[src/pkg/rvt_params.svh]
`ifndef RVT_PARAMS_SVH
`define RVT_PARAMS_SVH
// Behaviour
// - Reset bypasses interrupt logic, takes no vector
// - Any reset clears registers and program counter
// - Fetching starts at address zero after reset
// - Primary table: traps from 4, IRQs 14h-FEh
// - Alternate table from 100h, code at 200h
// - Lower vector address has higher natural priority
// - Select bit set uses alternate table entries
// - Entry holds 24-bit handler address loaded into PC

// ==========================================================
// Widths and counts
`define RVT_ADDR_W      24
`define RVT_IDX_W       7
`define RVT_NUM_TRAPS   8
`define RVT_NUM_IRQS    118
`define RVT_NUM_VEC     126

// ==========================================================
// Address map
`define RVT_RESET_ADDR  24'h00_0000
`define RVT_JUMP_TARGET 24'h00_0002
`define RVT_PRI_BASE    24'h00_0004
`define RVT_PRI_IRQ0    24'h00_0014
`define RVT_PRI_LAST    24'h00_00FE
`define RVT_ALT_TABLE   24'h00_0100
`define RVT_ALT_BASE    24'h00_0104
`define RVT_ALT_IRQ0    24'h00_0114
`define RVT_ALT_LAST    24'h00_01FE
`define RVT_CODE_START  24'h00_0200
`define RVT_INSN_STEP   24'h00_0002

`endif

[src/pkg/rvt_pkg.sv]
`include "rvt_params.svh"

package rvt_pkg;

  // ========================================================
  // Types
  typedef logic [`RVT_ADDR_W-1:0] rvt_addr_t;
  typedef logic [`RVT_IDX_W-1:0]  rvt_idx_t;

  typedef enum logic [0:0] {
    RVT_ST_RUN,
    RVT_ST_VWAIT
  } rvt_state_e;

  typedef struct packed {
    logic      req;
    logic      is_vec;
    rvt_addr_t addr;
  } rvt_fetch_s;

  typedef struct packed {
    logic     ack;
    logic     alt;
    rvt_idx_t num;
  } rvt_take_s;

  // ========================================================
  // Vector location: base plus two per entry
  function automatic rvt_addr_t rvt_vec_loc(input logic     alt,
                                            input rvt_idx_t idx);
    rvt_addr_t base;
    base = alt ? `RVT_ALT_BASE : `RVT_PRI_BASE;
    return base + {16'h0000, idx, 1'b0};
  endfunction

endpackage

[src/rtl/rvt_map.sv]
`timescale 1ns/1ps

module rvt_map
  import rvt_pkg::*;
(
  input  wire logic                     clk_sys,
  input  wire logic                     rst_b,
  input  wire logic                     alternate_table_select,
  input  wire logic [`RVT_NUM_TRAPS-1:0] trap_pend,
  input  wire logic [`RVT_NUM_IRQS-1:0]  irq_pend,
  input  wire logic                     fetch_next,
  input  wire logic [`RVT_ADDR_W-1:0]   mem_rdata,
  input  wire logic                     mem_rvalid,
  output rvt_fetch_s                    fetch_reg,
  output rvt_addr_t                     pc_reg,
  output rvt_take_s                     take_reg
);

  // ========================================================
  // Priority pick over traps then interrupts
  logic     pick_found;
  rvt_idx_t pick_idx;

  rvt_prio u_prio
  (
    .pend  ({irq_pend, trap_pend}),
    .found (pick_found),
    .idx   (pick_idx)
  );

  // ========================================================
  // Sequencer
  rvt_state_e state_reg;
  rvt_state_e state_next;
  rvt_addr_t  pc_next;
  rvt_fetch_s fetch_next_s;
  rvt_take_s  take_next;
  logic       alt_reg;
  logic       alt_next;

  // Vector entry is taken ahead of a pending advance; the CPU
  // replays the held instruction after the handler returns.
  always_comb
  begin
    state_next   = state_reg;
    pc_next      = pc_reg;
    fetch_next_s = fetch_reg;
    take_next    = take_reg;
    alt_next     = alt_reg;
    take_next.ack = 1'b0;
    unique case (state_reg)
      RVT_ST_RUN:
      begin
        if (pick_found)
        begin
          alt_next            = alternate_table_select;
          fetch_next_s.req    = 1'b1;
          fetch_next_s.is_vec = 1'b1;
          fetch_next_s.addr   = rvt_vec_loc(alternate_table_select,
                                            pick_idx);
          take_next.num       = pick_idx;
          take_next.alt       = alternate_table_select;
          state_next          = RVT_ST_VWAIT;
        end
        else if (fetch_next)
        begin
          pc_next           = pc_reg + `RVT_INSN_STEP;
          fetch_next_s.req  = 1'b1;
          fetch_next_s.addr = pc_reg + `RVT_INSN_STEP;
        end
      end
      RVT_ST_VWAIT:
      begin
        if (mem_rvalid)
        begin
          pc_next             = mem_rdata;
          fetch_next_s.is_vec = 1'b0;
          fetch_next_s.addr   = mem_rdata;
          take_next.ack       = 1'b1;
          state_next          = RVT_ST_RUN;
        end
      end
    endcase
  end

  // Reset forces everything to zero except the fetch request, which it raises to fetch from the start
  always_ff @(posedge clk_sys or negedge rst_b)
  begin
    if (!rst_b)
    begin
      state_reg        <= RVT_ST_RUN;
      pc_reg           <= `RVT_RESET_ADDR;
      fetch_reg.req    <= 1'b1;
      fetch_reg.is_vec <= 1'b0;
      fetch_reg.addr   <= `RVT_RESET_ADDR;
      take_reg         <= '0;
      alt_reg          <= 1'b0;
    end
    else
    begin
      state_reg <= state_next;
      pc_reg    <= pc_next;
      fetch_reg <= fetch_next_s;
      take_reg  <= take_next;
      alt_reg   <= alt_next;
    end
  end
endmodule

[src/rtl/rvt_prio.sv]
`timescale 1ns/1ps

module rvt_prio
  import rvt_pkg::*;
(
  input  wire logic [`RVT_NUM_VEC-1:0] pend,
  output logic                         found,
  output rvt_idx_t                     idx
);

  // ========================================================
  // Lowest index wins; scan downward so the last hit is it
  always_comb
  begin
    found = 1'b0;
    idx   = '0;
    for (int i = `RVT_NUM_VEC - 1; i >= 0; i--)
    begin
      if (pend[i])
      begin
        found = 1'b1;
        idx   = 7'(i);
      end
    end
  end
endmodule

[config.mk]
export PLATFORM = sky130hd
export DESIGN_NAME = rvt_map
export DESIGN_NICKNAME = d
export VERILOG_FILES = /design/src/pkg/rvt_pkg.sv /design/src/rtl/rvt_map.sv /design/src/rtl/rvt_prio.sv
export VERILOG_INCLUDE_DIRS = /design/src /design/src/pkg
export SDC_FILE = /design/constraint.sdc
export NUM_CORES = 1
export LEC_CHECK = 0
export BUFFER_PORTS_ARGS = -buffer_cell sky130_fd_sc_hd__clkbuf_2
export CAP_MARGIN = 20
export CORE_MARGIN = 1.5
export CORE_UTILIZATION = 49
export CTS_CLUSTER_SIZE = 16
export DETAILED_ROUTE_END_ITERATION = 8
export MAX_ROUTING_LAYER = met4
export PLACE_DENSITY = 0.81
export SLEW_MARGIN = 0
export SYNTH_ARGS = -nofsm -noshare
export SYNTH_HDL_FRONTEND = slang
export SYNTH_SLANG_ARGS = --single-unit
[constraint.sdc]
create_clock -name clk_sys -period 3.2 [get_ports clk_sys]
set_clock_uncertainty 0.2 [all_clocks]
set_input_delay 0.48 -clock clk_sys [delete_from_list [all_inputs] [get_ports clk_sys]]
set_output_delay 0.48 -clock clk_sys [all_outputs]
set_load 0.05 [all_outputs]
==> results_dict.tcl, run 1 <==
set metrics [dict create \
    status "completed" \
    fin_util 0.668 \
    rows 37 \
    crit_path_end_kind "register" \
    grt_pass1_vias 5975 \
    layout_common_cells "clkbuf_2 (212), nor2_1 (103), nand2_1 (69)" \
    syn_inst 697 \
    multiInputGateArea_mm2 0.00342 \
    synthTopCellsByArea "dfrtp_1 (29%), nor2_1 (7.5%), a21oi_1 (6.5%)" \
    post_cts_buffers 0 \
    hp-class "in2reg" \
    diodes 0 \
    drt_wl_total_um 17300 \
    synth_cell_types 70 \
    drive_gt1_frac 0.323 \
    syn_nets 854 \
    grt_start_max_net_pins 34 \
    fill_cells 924 \
    synthToLayoutAreaGrowth_pct 33.3 \
    fmax_ghz 0.332 \
    timing.final.max_slew_violations 0 \
    place.gp.congestion 0.961 \
    grt_pass1_wl_um 28000 \
    regToRegStartpoint "pc_reg[1]$_DFFE_PN0P_" \
    seqCellArea_mm2 0.00148 \
    cts_buffers 9 \
    leakage_nw 3.07 \
    fin_crit_sh 0.941 \
    cp.arrival_ns 3.06 \
    slowest_delay_ns 0.58 \
    ctsLongestPathBuffers 2 \
    htreeDepth 3 \
    holdPathStages 2 \
    holdPathEnd "pc_reg[0]$_DFFE_PN0P_" \
    setup_viol 0 \
    cts_sinks 59 \
    p_seq_frac 0.348 \
    worst-setup-path-type "in2reg" \
    ff2ff_path_depth 9 \
    setup_ws_ns 0.188 \
    io_buffers 212 \
    p_switching_w 0.00133 \
    synth-edff-count 0 \
    worst-path-max-fanout 3 \
    ys_async_sr_fraction 1.00 \
    drtIter0Drc 434 \
    r2r_end "fetch_reg[21]$_DFFE_PN0P_" \
    crit_chain "clkbuf_2, or4_1, o211ai_1, a31oi_1, o311ai_1, nand2_1, a21boi_0, ha_1, nor3b_2, xor2_1, a221oi_2" \
    final_common_cell "clkbuf_2" \
    cap_violations 0 \
    antenna_found_initial 0 \
    largest_reg_flops 25 \
    dr_wl_met2_um 8380 \
    syn_area_mm2 0.00513 \
    clk_root_buffer_cell "clkbuf_8" \
    via_per_inst 5.95 \
    cts_tree "done" \
    die_h_um 105 \
    swShare 0.453 \
    yosysSeqAreaShare 0.288 \
    ys.flop_type "dfrtp_1" \
    setup-tns-final_ns 0 \
    rsz0062_at_grt "no" \
    wire_per_inst_um 16.0 \
    ios 214 \
    ir_drop_mv 0.305 \
    overflow 0 \
    min_period_ns 3.01 \
    drt-met1-wl_um 7150 \
    power_w 0.00295 \
    wl_met3_um 1350 \
    slew_headroom 0.511 \
    dieArea_mm2 0.0111 \
    initial_core_util 0.501 \
    dr.pass1.iters 5 \
    rrSetupSlack_ns 0.54 \
    worstHoldStart "mem_rdata[0]" \
    nets 1098 \
    dp_slack_ns -0.175 \
    finalHoldViolCount 0 \
    top_layer "met4" \
    synth_area_per_cell_um2 7.36 \
    yosys.area.top_type "dfrtp_1" \
    worstPathRequired_ns 3.25 \
    remaining_drc_errors 0 \
    critPathLaunch "irq_pend[112]" \
    vias 6434 \
    yosys_warnings 0 \
    power_density_mw_per_mm2 431 \
    worst_skew_pair.late_latency_ns 0.35 \
    cp_slowest_cell "or4_1" \
    yosysTopAreaCellShare 0.288 \
    fp.dieW_um 105 \
    worst_slew_pin_slew_ns 0.733 \
    core_region_area_mm2 0.0102 \
    ys_seq_elements 59 \
    power.share.clock 0.237 \
    pwr-share-comb 0.416 \
    dp_hpwl_um 13800 \
    grtUsageTotal 0.317 \
    cp-start-kind "primary input" \
    cts.clk_slew.worst_paths_ns 0.07 \
    ant_nets 0 \
    power_report.internal_total_w 0.00161 \
]
[worst max-delay path: cells and delay by family]
family,cells,cell delay [ns]
AO/OA/AOI/OAI,5,1.19
XOR/XNOR,1,0.11
adder cells (fa/ha/maj),1,0.26
buffers and inverters,1,0.10
AND/OR/NAND/NOR,3,0.93
[synth_stat cells (9+ instances only)]
master,instances
nor2_1,103
nand4_1,9
nand2_1,69
inv_1,28
a21oi_1,67
nor3_1,25
nor4_2,14
o21ai_0,31
nand3_1,22
clkbuf_1,15
o21ai_1,36
dfrtp_1,59
xor2_1,12
xnor2_1,12
nor4_1,31
o22ai_1,13
a31oi_1,15
o21a_1,9
[per-stage QoR]
step | hold slack [ns] | cell area [um2] | std cells
after floorplan | -0.0156 | 5130 | 697
after global placement | 0.264 | 6630 | 1065
after detailed placement | 0.270 | 6630 | 1065
after CTS | 0.188 | 6830 | 1082
after global routing | 0.188 | 6840 | 1082
final | 0.191 | 6840 | 1082
[kinds of logic (layout without fill, tap and decap cells)]
logic type               count (synthesis)  count (layout)  share of synthesized area
AO/OA/AOI/OAI                          229             229                      0.274
XOR/XNOR                                24              24                     0.0410
adder cells (fa/ha/maj)                  2               2                    0.00488
buffers and inverters                   56             305                     0.0454
flip-flops                              59              59                      0.288
multiplexers                            11              11                     0.0224
other                                    1               1                   0.000731
AND/OR/NAND/NOR                        315             315                      0.324
[worst max-delay path by stage]
stage | to | slack [ns] | cells after the start
detailed placement | fetch_reg[6]$_DFFE_PN0P_ | -0.17 | 11
floorplan | fetch_reg[6]$_DFFE_PN0P_ | 0.30 | 10
finish | fetch_reg[6]$_DFFE_PN0P_ | 0.19 | 11
global route | fetch_reg[6]$_DFFE_PN0P_ | 0.03 | 11
CTS | fetch_reg[6]$_DFFE_PN0P_ | 0.16 | 11
global placement | fetch_reg[6]$_DFFE_PN0P_ | -0.10 | 11
[layout make-up]
cell class,count,area share
inverters,29,0.0159
multi-input cells,582,0.501
clock inverters,4,0.00732
flip-flops and latches,59,0.216
clock buffers,12,0.0212
repair buffers,260,0.214
well taps,136,0.0249
[metal layers]
metal | vias to the layer above | track usage
li1 | 3092 | -
met1 | 2975 | 0.390
met2 | 323 | 0.533
met3 | 44 | 0.0489
met4 | 0 | 0.103
met5 | - | -
[what timing repair did]
item                                    CTS  global route
gates resized for setup                   0             1
hold endpoints to repair                 23             0
hold buffers                              1             0
endpoints found under the setup margin    0             1
[power groups by stage]
stage	combinational [W]	sequential [W]	clock, W
after global routing	0.00131	0.00104	0.000737
after detailed placement	0.00122	0.00103	0
after CTS	0.00122	0.00102	0.000698
after global placement	0.00120	0.00103	0
after floorplan	0.000395	0.00141	0
final	0.00123	0.00102	0.000698
No activity file was read; power rests on OpenSTA's default activity.
==> inputs of run 2 (changes only) <==
--- a/config.mk
+++ b/config.mk
@@ -10,11 +10,13 @@
 export CAP_MARGIN = 20
 export CORE_MARGIN = 1.5
 export CORE_UTILIZATION = 49
+export CTS_CLUSTER_DIAMETER = 100
 export CTS_CLUSTER_SIZE = 16
 export DETAILED_ROUTE_END_ITERATION = 8
 export MAX_ROUTING_LAYER = met4
-export PLACE_DENSITY = 0.81
+export PLACE_DENSITY = 0.82
 export SLEW_MARGIN = 0
 export SYNTH_ARGS = -nofsm -noshare
 export SYNTH_HDL_FRONTEND = slang
+export SYNTH_HIERARCHICAL = 1
 export SYNTH_SLANG_ARGS = --single-unit
==> run 2 against run 1 <==
Wire length shrank 1.5%. Sequential share of layout area shrank 1.2 points. Worst hold slack lost 0.038 ns. Largest power group unchanged. Critical path depth is the same. Critical path type unchanged. Clock power grew 6.2%. Synthesized area shrank 2.6%. Flip-flop and latch count is the same. Global-route usage grew 0.75 points. Via count grew 1.7%. Sequential power shrank 4%. Setup slack lost 0.010 ns.
==> results_dict.tcl, run 2 <==
set metrics [dict create \
    synth_compound_area_frac 0.261 \
    holdPathEnd "pc_reg[0]$_DFFE_PN0P_" \
    worstHoldStart "mem_rdata[0]" \
    use_met3 0.0689 \
    clk_root_buffer_cell "clkbuf_8" \
    ios 214 \
    drtIter0Drc 565 \
    placedCellCount 1112 \
    leakage_nw 3.42 \
    drt_wl_total_um 17000 \
    yosys.area.top_type "dfrtp_1" \
    crit_chain "clkbuf_2, or4_4, nor4b_4, nand2_1, or2_1, nor2b_2, nand3b_1, or3b_4, nor4_1, nor3_1, a211oi_1" \
    worst-path-max-fanout 6 \
    die_h_um 104 \
    grt_pass1_wl_um 28200 \
    ys.flop_type "dfrtp_1" \
    synthToLayoutAreaGrowth_pct 44.5 \
    ant_nets 0 \
    synth_cell_types 69 \
    synth-xor-area-share 0.0438 \
    status "completed" \
    path_buf_inv 1 \
    syn_nets 837 \
    syn_area_mm2 0.00500 \
    power_density_mw_per_mm2 387 \
    r2r_end "fetch_reg[13]$_DFFE_PN0P_" \
    post_cts_buffers 0 \
    synthSimpleGateAreaFrac 0.346 \
    cts.clk_slew.worst_paths_ns 0.07 \
    ctsLongestPathBuffers 2 \
    rsz0062_at_grt "no" \
    io_buffers 212 \
    core_region_area_mm2 0.00982 \
    ff2ff_path_depth 5 \
    synth-edff-count 0 \
    ys_seq_elements 59 \
    rrSetupSlack_ns 0.68 \
    dp_hpwl_um 13700 \
    fp.dieW_um 104 \
    synthTopCellsByArea "dfrtp_1 (30%), nand2_1 (6.5%), nor2_1 (6.0%)" \
    remaining_drc_errors 0 \
    dr.pass1.iters 9 \
    cap_violations 0 \
    synth_area_per_cell_um2 7.35 \
    grt_use_met2 0.515 \
    grt_pass1_vias 6156 \
    hp-class "in2reg" \
    final_common_cell "clkbuf_2" \
    min_period_ns 3.02 \
    synth_fa_ha_area_frac 0.00501 \
    overflow 0 \
    worst_skew_pair.late_latency_ns 0.34 \
    rows 36 \
    power_w 0.00279 \
    cts_sinks 59 \
    wire_per_inst_um 15.1 \
    yosys_warnings 6 \
    largest_reg_flops 25 \
    setup-tns-final_ns 0 \
    cp-start-kind "primary input" \
    cp.arrival_ns 3.08 \
    worst-setup-path-type "in2reg" \
    via_per_inst 5.80 \
    initial_core_util 0.509 \
    fin_crit_sh 0.944 \
    syn_inst 680 \
    vias 6544 \
    ys_async_sr_fraction 1.00 \
    slew_headroom 0.563 \
    fill_cells 835 \
    drive_gt1_frac 0.357 \
    grt_busiest_layer "met2" \
    htreeDepth 3 \
    worst_slew_pin_slew_ns 0.650 \
    timing.final.max_slew_violations 0 \
    dieArea_mm2 0.0108 \
    grt_start_max_net_pins 32 \
    synth_top_family_by_area "simple AND/OR/NAND/NOR gates" \
    place.gp.congestion 0.933 \
    nets 1148 \
    cp_top_family "simple AND/OR/NAND/NOR gates" \
    grtUsageTotal 0.324 \
    synth_common_cells "nand2_1 (87), nor2_1 (80), dfrtp_1 (59)" \
    finalHoldViolCount 0 \
    yosysTopAreaCellShare 0.296 \
    synth_most_common_cell "nand2_1" \
    diodes 0 \
    ir_drop_mv 0.323 \
    regToRegStartpoint "state_reg$_DFF_PN0_" \
    use_met1 0.417 \
    setup_viol 0 \
    worstPathRequired_ns 3.25 \
    crit_path_end_kind "register" \
    layout_common_cells "clkbuf_2 (212), buf_4 (110), nand2_1 (87)" \
    cts_buffers 9 \
    cts_tree "done" \
    cp_slowest_cell "or4_4" \
    holdPathStages 3 \
    final_cells 1129 \
    fmax_ghz 0.331 \
    slowest_delay_ns 0.56 \
    yosysSeqAreaShare 0.296 \
    antenna_found_initial 0 \
    synthMuxAreaShare 0.00601 \
]
==> run 2: cell types whose count changed in the layout (fill, tap and decap cells not counted), sizes merged, moves of 9 or more <==
cell	previous run	this run
buf	47	111
nor2	104	80
o21ai	68	46
nand2	70	87
a21oi	67	51
nor3	25	37
a31oi	15	6
==> run 2: per-layer routing <==
metal | share of wire | up-vias | wire length [um]
met2 | 0.46 | 318 | 7790
met4 | 0.031 | 0 | 524
met5 | 0 | - | 0
met3 | 0.082 | 48 | 1400
met1 | 0.43 | 3003 | 7300
li1 | - | 3175 | -
==> run 2: layout make-up <==
cell class                      count  area, um2  share of cell area
Inverter                           30        113              0.0156
Timing Repair Buffer              324       1920               0.265
Tap cell                          133        166              0.0230
Clock buffer                       11        131              0.0182
Sequential cell                    59       1480               0.204
Clock inverter                      5       77.6              0.0107
Multi-Input combinational cell    567       3340               0.462
==> run 2: kinds of logic after synthesis <==
family | after synthesis
compound gates | 201
simple gates | 335
mux | 3
flops | 59
xor+xnor | 25
other cells | 1
fa+ha+maj | 2
buf+inv | 54
==> run 2: repair_timing <==
item,in CTS,in global routing
endpoints found under the setup margin,0,8
gates resized for setup,0,5
hold buffers,1,0
hold endpoints to repair,15,0
==> run 2: tightest hold or removal path, delay by kind of cell <==
kind	cells	cell delay [ns]
buf+inv	1	0.09
simple gates	2	0.09
==> run 2: worst max path at each step <==
stage,start,end,slack [ns],cells past startpoint
6_report,irq_pend[95],pc_reg[19]$_DFFE_PN0P_,0.18,11
5_1_grt,irq_pend[95],pc_reg[22]$_DFFE_PN0P_,0.008,14
4_1_cts,irq_pend[95],pc_reg[16]$_DFFE_PN0P_,0.12,13
3_5_place_dp,irq_pend[95],fetch_reg[6]$_DFFE_PN0P_,-0.22,13
3_3_place_gp,irq_pend[95],pc_reg[19]$_DFFE_PN0P_,-0.12,11
2_1_floorplan,irq_pend[95],pc_reg[23]$_DFFE_PN0P_,-0.03,12
==> run 2: report_power, final <==
part	switching [W]	total, W	internal (W)
logic	0.000719	0.00107	0.000354
clock network	0.000304	0.000741	0.000436
registers	0.000141	0.000980	0.000839
==> run 2: metrics by stage <==
stage,utilization,area [um2],setup WS [ns],hold WS [ns]
CTS,0.733,7200,0.123,0.147
global route,0.735,7220,0.00787,0.151
global placement,0.711,6980,-0.121,0.230
finish,0.735,7220,0.178,0.153
detailed placement,0.711,6980,-0.223,0.234
floorplan,-,5010,-0.0345,-0.0156
==> inputs of run 3 (changes only) <==
--- a/config.mk
+++ b/config.mk
@@ -13,6 +13,7 @@
 export CTS_CLUSTER_DIAMETER = 100
 export CTS_CLUSTER_SIZE = 16
 export DETAILED_ROUTE_END_ITERATION = 8
+export GPL_TIMING_DRIVEN = 0
 export MAX_ROUTING_LAYER = met4
 export PLACE_DENSITY = 0.82
 export SLEW_MARGIN = 0
==> run 3 against run 2 <==
First-iteration DRC count fell by 36%. Worst hold slack got worse by 0.12 ns. Setup slack lost 0.17 ns. Design area is 6.9% lower. Sequential share of layout area grew 1.5 points. Critical path type unchanged.
==> results_dict.tcl, run 3 (synthesis results as in run 2) <==
set metrics [dict create \
    status "completed" \
    crit_path_end_kind "register" \
    power_density_mw_per_mm2 410 \
    cap_violations 0 \
    worstPathRequired_ns 3.29 \
    seqCellArea_mm2 0.00148 \
    grt_pass1_wl_um 27100 \
    grt_start_max_net_pins 60 \
    hp-class "in2async" \
    io_buffers 212 \
    ios 214 \
    fp.dieW_um 104 \
    dp_slack_ns -0.748 \
    htreeDepth 3 \
    nets 1071 \
    cts.clk_slew.worst_paths_ns 0.07 \
    drive_gt1_frac 0.309 \
    remaining_drc_errors 0 \
    cts_sinks 59 \
    synthToLayoutAreaGrowth_pct 34.6 \
    placed_area_mm2 0.00624 \
    rows 36 \
    worst-setup-path-type "in2reg" \
    largest_reg_flops 25 \
    leakage_nw 3.02 \
    fill_cells 915 \
    timing.final.max_slew_violations 0 \
    setup_viol 0 \
    fin_crit_sh 0.996 \
    place.gp.congestion 0.946 \
    vias 6274 \
    dr.pass1.iters 5 \
    cts_tree "done" \
    slew_headroom 0.452 \
    ctsLongestPathBuffers 2 \
    drtIter0Drc 362 \
    final_area_mm2 0.00672 \
    rsz0062_at_grt "yes" \
    fin_util 0.685 \
    dp_hpwl_um 13000 \
    ff2ff_path_depth 6 \
    cp-start-kind "primary input" \
    clk_root_buffer_cell "clkbuf_8" \
    core_region_area_mm2 0.00982 \
    setup_ws_ns 0.0127 \
    drt_wl_total_um 16900 \
    cts_buffers 9 \
    wire_per_inst_um 16.1 \
    worst_slew_pin_slew_ns 0.822 \
    grt_pass1_vias 5673 \
    layout_common_cells "clkbuf_2 (210), nand2_1 (85), nor2_1 (78)" \
    via_per_inst 5.96 \
    ir_drop_mv 0.250 \
    multiInputGateArea_mm2 0.00346 \
    grtUsageTotal 0.314 \
    power_w 0.00275 \
    worst-path-max-fanout 8 \
    min_period_ns 3.19 \
    die_h_um 104 \
    cp.arrival_ns 3.28 \
    initial_core_util 0.509 \
    overflow 0 \
    dieArea_mm2 0.0108 \
    diodes 0 \
    final_common_cell "clkbuf_2" \
    fmax_ghz 0.314 \
    finalHoldViolCount 0 \
    ant_nets 0 \
    worst_skew_pair.late_latency_ns 0.35 \
    antenna_found_initial 0 \
]
## run 3: changes by cell type in the layout (fill, tap and decap cells not counted), sizes merged
cell / before / now
buf: 111 / 23
clkbuf: 223 / 235
dlygate4sd3: 1 / 0
## run 3: area by class of cell
cell class / instances / share of cell area
Tap cell: 133 / 0.0248
Clock inverter: 5 / 0.0115
Timing Repair Buffer: 223 / 0.173
Multi-Input combinational cell: 567 / 0.514
Buffer: 24 / 0.0205
Clock buffer: 11 / 0.0195
Sequential cell: 59 / 0.220
Inverter: 30 / 0.0168
## run 3: worst paths after layout
kind                       slack [ns]                   endpoint                    start
max                              0.01  fetch_reg[15]$_DFFE_PN0P_             irq_pend[90]
max in group asynchronous        2.22  fetch_reg[17]$_DFFE_PN0P_                    rst_b
min reg2reg                      0.28    take_reg[1]$_DFFE_PN0P_  take_reg[1]$_DFFE_PN0P_
max reg2reg                      0.70      pc_reg[9]$_DFFE_PN0P_      state_reg$_DFF_PN0_
min in group clk_sys             0.14      pc_reg[0]$_DFFE_PN0P_             mem_rdata[0]
min                              0.03  fetch_reg[22]$_DFFE_PN0P_                    rst_b
## run 3: through the flow
stage          hold slack [ns]  instances  TNS [ns]
5_1_grt                  0.101       1052    -0.739
4_1_cts                 0.0753       1042    -0.159
2_1_floorplan          -0.0156        680   -0.0537
6_report                0.0287       1052         0
3_3_place_gp             0.261       1025    -25.38
3_5_place_dp             0.263       1025    -26.27
## run 3: per-layer routing
layer,track usage,share of wire,vias up
met4,0.0952,0.023,0
met2,0.474,0.45,289
met3,0.0501,0.082,37
met1,0.433,0.44,2912
li1,-,-,3036
met5,-,0,-
## run 3: where the power goes
| part | internal [W] | switching [W] |
|---|---|---|
| Sequential | 0.000840 | 0.000120 |
| Clock | 0.000436 | 0.000304 |
| Combinational | 0.000312 | 0.000743 |
## run 3: critical path, stage by stage
cell and delay (ns):
buf_6 0.09, or4_4 0.56, nor4b_4 0.34, nand2_1 0.07, or2_1 0.24, nor2b_2 0.13, nand3b_1 0.11, buf_6 0.16
or3b_4 0.47, buf_8 0.17, or3_1 0.35, nand3_1 0.08
## run 3: repair_timing
item,CTS,global route
setup buffers,1,10
hold buffers,0,0
endpoints found under the hold margin,0,0
endpoints found under the setup margin,40,43
pin swaps,2,14
resized for setup,10,48
